**src/rtl/phy_cfg_pkg.sv**
```systemverilog
// Purpose: constants for the port phy mode and crossover control block
// Assumes: 5-bit phy register index space, one port per instance
// Notes: register indices are decimal register numbers
`default_nettype none
package phy_cfg_pkg;
    localparam logic [4:0] IDX_SPECIAL_MODES    = 5'h12;
    localparam logic [4:0] IDX_SPECIAL_CTRL_IND = 5'h1b;
    localparam int MODE_LSB      = 5;
    localparam int MODE_MSB      = 7;
    localparam int XO_SRC_BIT    = 15;
    localparam int XO_AUTO_BIT   = 14;
    localparam int XO_STATE_BIT  = 13;
    localparam int HB_DIS_BIT    = 11;
    localparam int PLL_LOCK_BIT  = 10;
    localparam int POL_BIT       = 4;
    localparam logic [2:0] MODE_ALL_CAPABLE = 3'h7;
    localparam logic [15:0] RD_ZERO = 16'h0000;

    typedef enum logic [2:0] {
        MODE_10_HD    = 3'b000,
        MODE_10_FD    = 3'b001,
        MODE_100_HD   = 3'b010,
        MODE_100_FD   = 3'b011,
        MODE_AN_100HD = 3'b100,
        MODE_REPEATER = 3'b101,
        MODE_PWR_DOWN = 3'b110,
        MODE_AN_ALL   = 3'b111
    } phy_mode_type;

    // crossover result: straight, crossed, automatic
    typedef enum logic [1:0] {
        XO_STRAIGHT = 2'b00,
        XO_CROSSED  = 2'b01,
        XO_AUTO     = 2'b10
    } xo_mode_type;

    // basic control bits 13,12,10,8 and advertisement bits 8..5
    localparam logic [3:0] BC_10_HD   = 4'h0;
    localparam logic [3:0] BC_10_FD   = 4'h1;
    localparam logic [3:0] BC_100_HD  = 4'h8;
    localparam logic [3:0] BC_100_FD  = 4'h9;
    localparam logic [3:0] BC_AN_100  = 4'hc;
    localparam logic [3:0] BC_ALL_SET = 4'h4;
    localparam logic [3:0] BC_ALL_USE = 4'h6;
    localparam logic [3:0] ADV_100_HD = 4'h4;
    localparam logic [3:0] ADV_ALL    = 4'hf;
endpackage
`default_nettype wire

```
**src/rtl/phy_mode_and_mdix_control.sv**
```systemverilog
// Purpose: per-port phy mode decode and special control/indication register
// Assumes: straps and polarity arrive from pins; software on a plain port
// Notes: the two resets below act on this block only
// Notes on behaviour
// [RL1] mode 011 forces 100 full duplex, no autoneg, crs on receive, 1001.
// [RL2] mode 100 autonegotiates advertising 100 half only, control 1100/0100.
// [RL3] mode 101 is repeater mode with the same bits as 100, crs on receive.
// [RL4] mode 110 is power down and the decode sets no control bits.
// [RL5] mode 111 advertises all, sets bits 12/10 to 1/0 and advert 1111.
// [RL6] with the source bit clear, crossover follows the latched straps.
// [RL7] with the source bit set, crossover follows bits 14 and 13.
// [RL8] under register control 00 straight, 01 crossed, 10 automatic.
// [RL9] software never writes bits 14 and 13 both as 1.
// [RL10] heartbeat test runs unless bit 11 is set.
// [RL11] bit 10 set holds the 10M receive pll on reference, blocking 10M rx.
// [RL12] bit 4 reads the detected 10BASE-T polarity, 1 meaning reversed.
// [RL13] control bits clear on chip-level phy reset, survive soft reset.
// [RL14] the mode field is bits 7..5 of the special modes register, r/w.
// [RL15] after chip reset mode is 111 on autoneg strap, else 0,speed,duplex; code loads it after i_srst only.
// [RL16] reserved bits read as zero and ignore writes.
//
// Added by the designer: the plain strobed port.
`default_nettype none
module phy_mode_and_mdix_control
    import phy_cfg_pkg::*;
(
    input  wire logic        i_clk_sys,
    input  wire logic        i_srst,
    input  wire logic        i_phy_chip_rst,
    input  wire logic        i_phy_soft_rst,
    input  wire logic [4:0]  i_addr,
    input  wire logic [15:0] i_wdata,
    input  wire logic        i_wr,
    input  wire logic        i_rd,
    input  wire logic        i_autoneg_strap,
    input  wire logic        i_speed_strap,
    input  wire logic        i_duplex_strap,
    input  wire logic        i_manual_xo_strap,
    input  wire logic        i_auto_xo_strap,
    input  wire logic        i_rx_polarity_reversed,
    output logic [15:0]      o_rdata,
    output logic [3:0]       o_basic_ctrl_bits,
    output logic [3:0]       o_basic_ctrl_mask,
    output logic [3:0]       o_adv_bits,
    output logic             o_adv_valid,
    output logic             o_power_down,
    output logic             o_crs_on_tx,
    output logic             o_repeater_mode,
    output logic [1:0]       o_crossover_mode,
    output logic             o_heartbeat_test_en,
    output logic             o_rx_pll_force_reference_lock
);
    // pin inputs pass three stages; polarity counts once two and three agree
    logic [2:0] pol_sync_r;
    logic [2:0] pol_sync_nxt;
    logic [2:0] man_sync_r;
    logic [2:0] man_sync_nxt;
    logic [2:0] aut_sync_r;
    logic [2:0] aut_sync_nxt;
    logic [2:0] an_sync_r;
    logic [2:0] an_sync_nxt;
    logic [2:0] spd_sync_r;
    logic [2:0] spd_sync_nxt;
    logic [2:0] dup_sync_r;
    logic [2:0] dup_sync_nxt;
    logic       pol_r;
    logic       pol_nxt;
    logic       man_strap_r;
    logic       man_strap_nxt;
    logic       aut_strap_r;
    logic       aut_strap_nxt;
    logic       strap_take_r;
    logic       strap_take_nxt;

    // register state
    logic [2:0] mode_r;
    logic [2:0] mode_nxt;
    logic       xo_src_r;
    logic       xo_src_nxt;
    logic       xo_auto_r;
    logic       xo_auto_nxt;
    logic       xo_state_r;
    logic       xo_state_nxt;
    logic       hb_dis_r;
    logic       hb_dis_nxt;
    logic       pll_lock_r;
    logic       pll_lock_nxt;
    logic [15:0] rdata_nxt;

    // decoded outputs
    logic [3:0] bc_nxt;
    logic [3:0] bcm_nxt;
    logic [3:0] adv_nxt;
    logic       advv_nxt;
    logic       pd_nxt;
    logic       crs_tx_nxt;
    logic       rep_nxt;
    logic [1:0] xo_nxt;
    logic       hb_en_nxt;
    logic       pll_out_nxt;

    // i_phy_soft_rst is left unread: a soft reset keeps every bit here
    logic wr_modes;
    logic wr_ctrl;

    assign wr_modes = i_wr && (i_addr == IDX_SPECIAL_MODES);
    assign wr_ctrl  = i_wr && (i_addr == IDX_SPECIAL_CTRL_IND);

    // the mode field must be exactly as wide as the mode code
    if (MODE_MSB - MODE_LSB + 1 != $bits(phy_mode_type)) begin : g_mode_width
        $error("mode field width does not match the mode code");
    end
    // every control field must sit inside the register word
    if (XO_SRC_BIT >= $bits(RD_ZERO) || MODE_MSB >= $bits(RD_ZERO)) begin : g_pos
        $error("register field lies outside the register word");
    end

    always_comb begin
        pol_sync_nxt = {pol_sync_r[1:0], i_rx_polarity_reversed};
        man_sync_nxt = {man_sync_r[1:0], i_manual_xo_strap};
        aut_sync_nxt = {aut_sync_r[1:0], i_auto_xo_strap};
        an_sync_nxt  = {an_sync_r[1:0], i_autoneg_strap};
        spd_sync_nxt = {spd_sync_r[1:0], i_speed_strap};
        dup_sync_nxt = {dup_sync_r[1:0], i_duplex_strap};
        pol_nxt = (pol_sync_r[2] == pol_sync_r[1]) ? pol_sync_r[2] : pol_r;
        // crossover straps latched once, at the first edge after i_srst release
        strap_take_nxt = 1'b0;
        man_strap_nxt  = man_strap_r;
        aut_strap_nxt  = aut_strap_r;
        // straps sit still through reset, so stage three has settled
        if (strap_take_r) begin
            man_strap_nxt = man_sync_r[2];
            aut_strap_nxt = aut_sync_r[2];
        end
    end

    always_comb begin
        mode_nxt     = mode_r;
        xo_src_nxt   = xo_src_r;
        xo_auto_nxt  = xo_auto_r;
        xo_state_nxt = xo_state_r;
        hb_dis_nxt   = hb_dis_r;
        pll_lock_nxt = pll_lock_r;
        if (strap_take_r) begin
            // default taken from straps after reset release
            mode_nxt = an_sync_r[2] ? MODE_ALL_CAPABLE
                     : {1'b0, spd_sync_r[2], dup_sync_r[2]}; // [RL15]
        end else if (wr_modes) begin
            mode_nxt = i_wdata[MODE_MSB:MODE_LSB]; // [RL14]
        end
        if (wr_ctrl) begin
            // only defined bits stored; others dropped [RL16]
            xo_src_nxt   = i_wdata[XO_SRC_BIT];
            xo_auto_nxt  = i_wdata[XO_AUTO_BIT];
            xo_state_nxt = i_wdata[XO_STATE_BIT];
            hb_dis_nxt   = i_wdata[HB_DIS_BIT];
            pll_lock_nxt = i_wdata[PLL_LOCK_BIT];
        end
        // soft reset leaves these alone; chip-level phy reset clears, as does i_srst
        if (i_phy_chip_rst) begin // [RL13]
            xo_src_nxt   = 1'b0;
            xo_auto_nxt  = 1'b0;
            xo_state_nxt = 1'b0;
            hb_dis_nxt   = 1'b0;
            pll_lock_nxt = 1'b0;
        end
    end

    always_comb begin
        rdata_nxt = RD_ZERO; // [RL16]
        if (i_rd) begin
            if (i_addr == IDX_SPECIAL_MODES) begin
                rdata_nxt[MODE_MSB:MODE_LSB] = mode_r;
            end else if (i_addr == IDX_SPECIAL_CTRL_IND) begin
                rdata_nxt[XO_SRC_BIT]   = xo_src_r;
                rdata_nxt[XO_AUTO_BIT]  = xo_auto_r;
                rdata_nxt[XO_STATE_BIT] = xo_state_r;
                rdata_nxt[HB_DIS_BIT]   = hb_dis_r;
                rdata_nxt[PLL_LOCK_BIT] = pll_lock_r;
                rdata_nxt[POL_BIT]      = pol_r; // [RL12]
            end
        end
    end

    always_comb begin
        bc_nxt     = BC_10_HD;
        bcm_nxt    = 4'hf;
        adv_nxt    = ADV_ALL;
        advv_nxt   = 1'b0;
        pd_nxt     = 1'b0;
        crs_tx_nxt = 1'b0;
        rep_nxt    = 1'b0;
        unique case (phy_mode_type'(mode_r))
            MODE_10_HD: begin
                bc_nxt     = BC_10_HD;
                crs_tx_nxt = 1'b1;
            end
            MODE_10_FD: bc_nxt = BC_10_FD;
            MODE_100_HD: begin
                bc_nxt     = BC_100_HD;
                crs_tx_nxt = 1'b1;
            end
            MODE_100_FD: bc_nxt = BC_100_FD; // [RL1]
            MODE_AN_100HD: begin
                bc_nxt     = BC_AN_100; // [RL2]
                adv_nxt    = ADV_100_HD;
                advv_nxt   = 1'b1;
                crs_tx_nxt = 1'b1;
            end
            MODE_REPEATER: begin
                bc_nxt   = BC_AN_100; // [RL3]
                adv_nxt  = ADV_100_HD;
                advv_nxt = 1'b1;
                rep_nxt  = 1'b1;
            end
            MODE_PWR_DOWN: begin
                bcm_nxt = 4'h0; // [RL4]
                pd_nxt  = 1'b1;
            end
            MODE_AN_ALL: begin
                // bits 13 and 8 untouched: mask covers 12 and 10 only
                bc_nxt     = BC_ALL_SET; // [RL5]
                bcm_nxt    = BC_ALL_USE;
                adv_nxt    = ADV_ALL;
                advv_nxt   = 1'b1;
                crs_tx_nxt = 1'b1;
            end
        endcase
    end

    // crossover source and heartbeat/pll outputs
    always_comb begin
        hb_en_nxt   = ~hb_dis_r; // [RL10]
        pll_out_nxt = pll_lock_r; // [RL11]
        // 11 is reserved; software keeps clear of it, read as automatic [RL9]
        if (xo_src_r) begin // [RL7]
            if (xo_auto_r) begin
                xo_nxt = XO_AUTO; // [RL8]
            end else begin
                xo_nxt = xo_state_r ? XO_CROSSED : XO_STRAIGHT; // [RL8]
            end
        end else if (aut_strap_r) begin // [RL6]
            xo_nxt = XO_AUTO;
        end else begin
            xo_nxt = man_strap_r ? XO_CROSSED : XO_STRAIGHT; // [RL6]
        end
    end

    // no reset here: straps must reach stage three before reset release
    // limitation: a reset shorter than three cycles latches stale straps
    always_ff @(posedge i_clk_sys) begin
        pol_sync_r <= pol_sync_nxt;
        man_sync_r <= man_sync_nxt;
        aut_sync_r <= aut_sync_nxt;
        an_sync_r  <= an_sync_nxt;
        spd_sync_r <= spd_sync_nxt;
        dup_sync_r <= dup_sync_nxt;
    end

    // every output registered; decode lands two edges after a write
    always_ff @(posedge i_clk_sys) begin
        if (i_srst) begin
            pol_r        <= 1'b0;
            man_strap_r  <= 1'b0;
            aut_strap_r  <= 1'b0;
            strap_take_r <= 1'b1;
            mode_r       <= MODE_ALL_CAPABLE;
            xo_src_r     <= 1'b0;
            xo_auto_r    <= 1'b0;
            xo_state_r   <= 1'b0;
            hb_dis_r     <= 1'b0;
            pll_lock_r   <= 1'b0;
            o_rdata      <= RD_ZERO;
            o_basic_ctrl_bits <= 4'h0;
            o_basic_ctrl_mask <= 4'h0;
            o_adv_bits   <= 4'h0;
            o_adv_valid  <= 1'b0;
            o_power_down <= 1'b0;
            o_crs_on_tx  <= 1'b0;
            o_repeater_mode <= 1'b0;
            o_crossover_mode <= 2'h0;
            o_heartbeat_test_en <= 1'b1;
            o_rx_pll_force_reference_lock <= 1'b0;
        end else begin
            pol_r        <= pol_nxt;
            man_strap_r  <= man_strap_nxt;
            aut_strap_r  <= aut_strap_nxt;
            strap_take_r <= strap_take_nxt;
            mode_r       <= mode_nxt;
            xo_src_r     <= xo_src_nxt;
            xo_auto_r    <= xo_auto_nxt;
            xo_state_r   <= xo_state_nxt;
            hb_dis_r     <= hb_dis_nxt;
            pll_lock_r   <= pll_lock_nxt;
            o_rdata      <= rdata_nxt;
            o_basic_ctrl_bits <= bc_nxt;
            o_basic_ctrl_mask <= bcm_nxt;
            o_adv_bits   <= adv_nxt;
            o_adv_valid  <= advv_nxt;
            o_power_down <= pd_nxt;
            o_crs_on_tx  <= crs_tx_nxt;
            o_repeater_mode <= rep_nxt;
            o_crossover_mode <= xo_nxt;
            o_heartbeat_test_en <= hb_en_nxt; // [RL10]
            o_rx_pll_force_reference_lock <= pll_out_nxt; // [RL11]
        end
    end
endmodule
`default_nettype wire

```
**config.mk**
```make
export PLATFORM = sky130hd
export DESIGN_NAME = phy_mode_and_mdix_control
export DESIGN_NICKNAME = d
export VERILOG_FILES = /design/src/rtl/phy_cfg_pkg.sv /design/src/rtl/phy_mode_and_mdix_control.sv
export SDC_FILE = /design/constraint.sdc
export NUM_CORES = 1
export LEC_CHECK = 0
export ABC_AREA = 1
export BUFFER_PORTS_ARGS = -buffer_cell sky130_fd_sc_hd__buf_2
export CORE_ASPECT_RATIO = 0.9
export CORE_MARGIN = 10
export CORE_UTILIZATION = 40
export CTS_CLUSTER_DIAMETER = 80
export DETAILED_ROUTE_END_ITERATION = 10
export PLACE_DENSITY = 0.69
export SLEW_MARGIN = 40
export SYNTH_ARGS = -nofsm -noshare
export SYNTH_HDL_FRONTEND = slang
export SYNTH_SLANG_ARGS = --single-unit
```
**constraint.sdc**
```tcl
create_clock -name i_clk_sys -period 1.2 [get_ports i_clk_sys]
set_input_delay 0.12 -clock i_clk_sys [delete_from_list [all_inputs] [get_ports i_clk_sys]]
set_output_delay 0.12 -clock i_clk_sys [all_outputs]
set_load 0.01 [all_outputs]
```
[Word level (Yosys, flattened, before mapping)]
Cells that the tools add are included.
Storage, ports and cells
  register bits: 66
  bits in latches: 0
  RAM bits: 0
  ROM bits: 0
  bits of input ports: 33
  logic and storage cells: 69
  memories: 0
Operators by class
  add/sub/neg operators: 0
  multiply operators: 0
  div/mod/pow operators: 0
  order comparisons: 0
  equality and inequality tests: 10
  shifts and indexed selects: 0
  mux-type cells: 16
  bitwise operators: 4
  reduce and logical (&&, ||, !) cells: 10
Operators with widths (count)
  $pmux 4 s5: 1
  $eq 3x3->1 const B: 4
  $eq 5x5->1 const B: 2
  $mux 3: 3
  $pmux 4 s2: 1
  $reduce_or 4->1: 2
  $mux 1: 7
  $eq 3x2->1 const B: 2
  $mux 2: 3
  $reduce_or 3->1: 2
  $mux 4: 1
  $not 1->1: 4
  $reduce_or 2->1: 2
  $eq 3x1->1 const B: 1
  $logic_not 3->1: 1
  $logic_and 1x1->1: 2
  $reduce_bool 2->1: 1
  $eq 1x1->1: 1

[Longest topological paths before layout]
  word-level depth: 4
  depth in mapped cells: 6
  mapped depth without buffers: 6

[Least setup slack after synthesis]
OpenSTA, ideal clock, no wires.
  path kind: register to register
  from: register strap_take_r
  to: register mode_r[0]
  setup time: 0.120 ns
  arrival: 0.702 ns
  data required time: 1.080 ns
  setup slack: 0.377 ns
  cell stages (with the launch flop): 5
  clock period less this slack: 0.823 ns
  path through: dfxtp_1 inv_1 nand2_1 nand2_1 nand3_1
On the way
  word-level cells in the longest chain between the ends: 1
  elaborated cells between the ends (all ways): 2
RTL lines
  start, declared: RTL line phy_mode_and_mdix_control.sv:72  | logic strap_take_r;
  start signal, assigned: RTL line phy_mode_and_mdix_control.sv:288  | strap_take_r <= strap_take_nxt;
  $mux 3 / $reduce_bool 2->1 (equally long branches)
  end signal, assigned: RTL line phy_mode_and_mdix_control.sv:289  | mode_r <= mode_nxt;
  end, declared: RTL line phy_mode_and_mdix_control.sv:76  | logic [2:0] mode_r;
Parallel ways exist; a longest one is shown, timed or not.
A chain may end at the register's enable or synchronous reset.

[Worst setup path in the final report]
  from: register strap_take_r
  to: register mode_r[1]
Same word-level chain as after synthesis.

==> results.yml <==
finish:
  seq_area_sq_mm: 0.00108
  antennaDiodeCount: 0
  drive_gt1_share_pct: 29.3
  finalNetCount: 261
  multiInputGateArea_sq_um: 432
  final_cell_mix: "dfxtp_1, buf_2, nand2_1, nor2_1, inv_1"
  area_growth_pct: 25.2
  final_common_cell: "dfxtp_1"
  fillers: 392
sta:
  post-route-min-period_ns: 0.980
  tns_ns: 0
  rsz0062_at_grt: "no"
  post-route-period-util_pct: 81.6
  max_freq_ghz: 1.02
  setup_viol: 0
  hold_viol: 0
  fin_skew_ns: 0.00581
  whs_ns: 0.0415
  slew_viol_final: 0
hold_path:
  hold_class: "in -> reg"
  hp-start: "i_wdata[13]"
clock_tree:
  cts.path.max_buffers: 2
  cts.reportedPaths.clkPinSlew_ns: 0.09
  numCtsBuffers: 5
  h-tree-depth: 2
  ctsResizeCount: 0
  cts_tree: "built"
  post_cts_buffers: 0
  clock-sinks: 54
  cts_root_buf: "clkbuf_8"
  ctsHoldBuffers: 6
  clock_insertion_delay_worst_skew_ns: 0.30
place:
  hpwl_um: 2390
  io_buffers: 51
  place_congestion: 0.706
routing:
  routedWlPerCell_um: 11.3
  detail-route-antenna-nets: 0
  vias: 1183
  drc: 0
  via_per_inst: 4.27
  drtIter0Drc: 61
  routed_wl_um: 3130
  dr.pass1.iters: 4
yosys:
  ys_types: 21
  synth_cells: 170
  synth_area_leader_cell: "dfxtp_1"
  ys_seq_area_share_pct: 65.7
  syn_area_sq_mm: 0.00165
  synth_area_leaders: "dfxtp_1, nand2_1, nor2_1, buf_4, nand3_1"
  synthDominantCellAreaShare_pct: 65.7
  ys_warn_count: 0
  ys_ff_latch: 54
  avgSynthCellArea_sq_um: 9.68
critical_path:
  critical_path_class: "reg -> reg"
  crit_required_ns: 1.39
  r2r-start: "strap_take_r$_DFF_P_"
  endpoint_kind: "flop"
  worst_setup_path_start_kind: "flop"
  critPathArrivalTime_ns: 1.17
  worstSetupStartpoint: "strap_take_r$_DFF_P_"
  crit_path_max_fanout: 10
global_route:
  grt_util_met3_pct: 5.80
  grt-busiest-layer: "met2"
  grt_pass1_wl_um: 5140
  antenna_found_initial: 0
  grt_use_met2_pct: 14.0
  grt_max_degree: 17
  grt_overflow: 0
  grtUsageTotal_pct: 9.14
  met1_usage_pct: 9.76
  grt_pass1_vias: 1145
power:
  vdd_drop_max_uv: 822
  power_density_mw_per_mm2: 1610
  power.total_w: 0.00331
  leakagePower_nw: 1.04
floorplanning:
  core_area_sq_mm: 0.00402
  die_h_um: 80.8
  die_area_sq_mm: 0.00708
  die_x_um: 87.6
  start_util_pct: 40.9
  num_rows: 22
  ioPinCount: 69
flow_run:
  maxCapViolCount: 0
run_status:
  status: "complete, no violations"
## path summary, 6_finish.rpt
check	endpoint	slack [ns]	cells past startpoint
max	mode_r[1]$_SDFFE_PP1P_	0.22	4
min	xo_state_r$_SDFFE_PP0P_	0.04	3
max reg2reg	mode_r[1]$_SDFFE_PP1P_	0.22	4
min reg2reg	aut_sync_r[2]$_DFF_P_	0.33	0
## sequential cells by signal, summed over array words and instances (netlist names), 2 cells and up
name and count:
o_rdata 9, an_sync_r 3, aut_sync_r 3, dup_sync_r 3, man_sync_r 3, mode_r 3, o_basic_ctrl_bits 3, pol_sync_r 3
spd_sync_r 3, o_adv_bits 2, o_basic_ctrl_mask 2, o_crossover_mode 2
## layout make-up
cell class                 instances  share of cell area [%]
tap                               48                    2.91
clock buffer                       5                    3.34
timing repair buffer              58                    15.7
inverter                          15                    2.73
sequential                        54                    52.5
multi-input combinational         94                    20.9
clock inverter                     3                    1.94
## critical path, stage by stage (launching register included)
cell,delay [ns]
dfxtp_1,0.35
inv_1,0.25
nand2_1,0.14
nand2_1,0.08
nand3_1,0.06
## metal layers
metal  share of wire (%)  up-vias
li1                    -      625
met1                  42      507
met2                  43       45
met3                  14        6
met4                 1.4        0
met5                   0        -
## where the power goes
| part | switching, W | leakage (nW) | internal [W] | total [W] |
|---|---|---|---|---|
| combinational | 0.000138 | 0.537 | 0.000105 | 0.000244 |
| sequential | 0.0000323 | 0.447 | 0.00187 | 0.00190 |
| clock | 0.000548 | 0.0579 | 0.000614 | 0.00116 |
## synthesized netlist by cell type
cell type,n
conb_1,1
nor2_4,1
o21ai_1,4
o21ai_0,2
nand3_4,1
nor2_2,1
nand3b_1,1
nand4_2,1
nor2_1,27
a22oi_1,1
nand4_1,1
a211oi_1,2
nand2_1,27
inv_1,12
a21oi_1,6
buf_4,13
nand3_1,9
inv_2,3
dfxtp_1,54
nor3_1,2
buf_2,1
## through the flow
step	instance area (sq um)	instances	setup WS [ns]	utilization, %
after floorplan	1670	177	0.377	-
after global placement	1890	263	0.252	47.1
after detailed placement	1890	263	0.229	47.1
after CTS	2060	277	0.213	51.3
after global routing	2060	277	0.113	51.3
final	2060	277	0.220	51.3
## cell families after synthesis
group                  after synthesis  share of synthesized area [%]
AND/OR/NAND/NOR                     71                           19.4
flip-flops                          54                           65.7
buffers and inverters               29                           9.66
AO/OA/AOI/OAI                       15                           5.02
other                                1                          0.228
(Power assumes the default switching activity.)
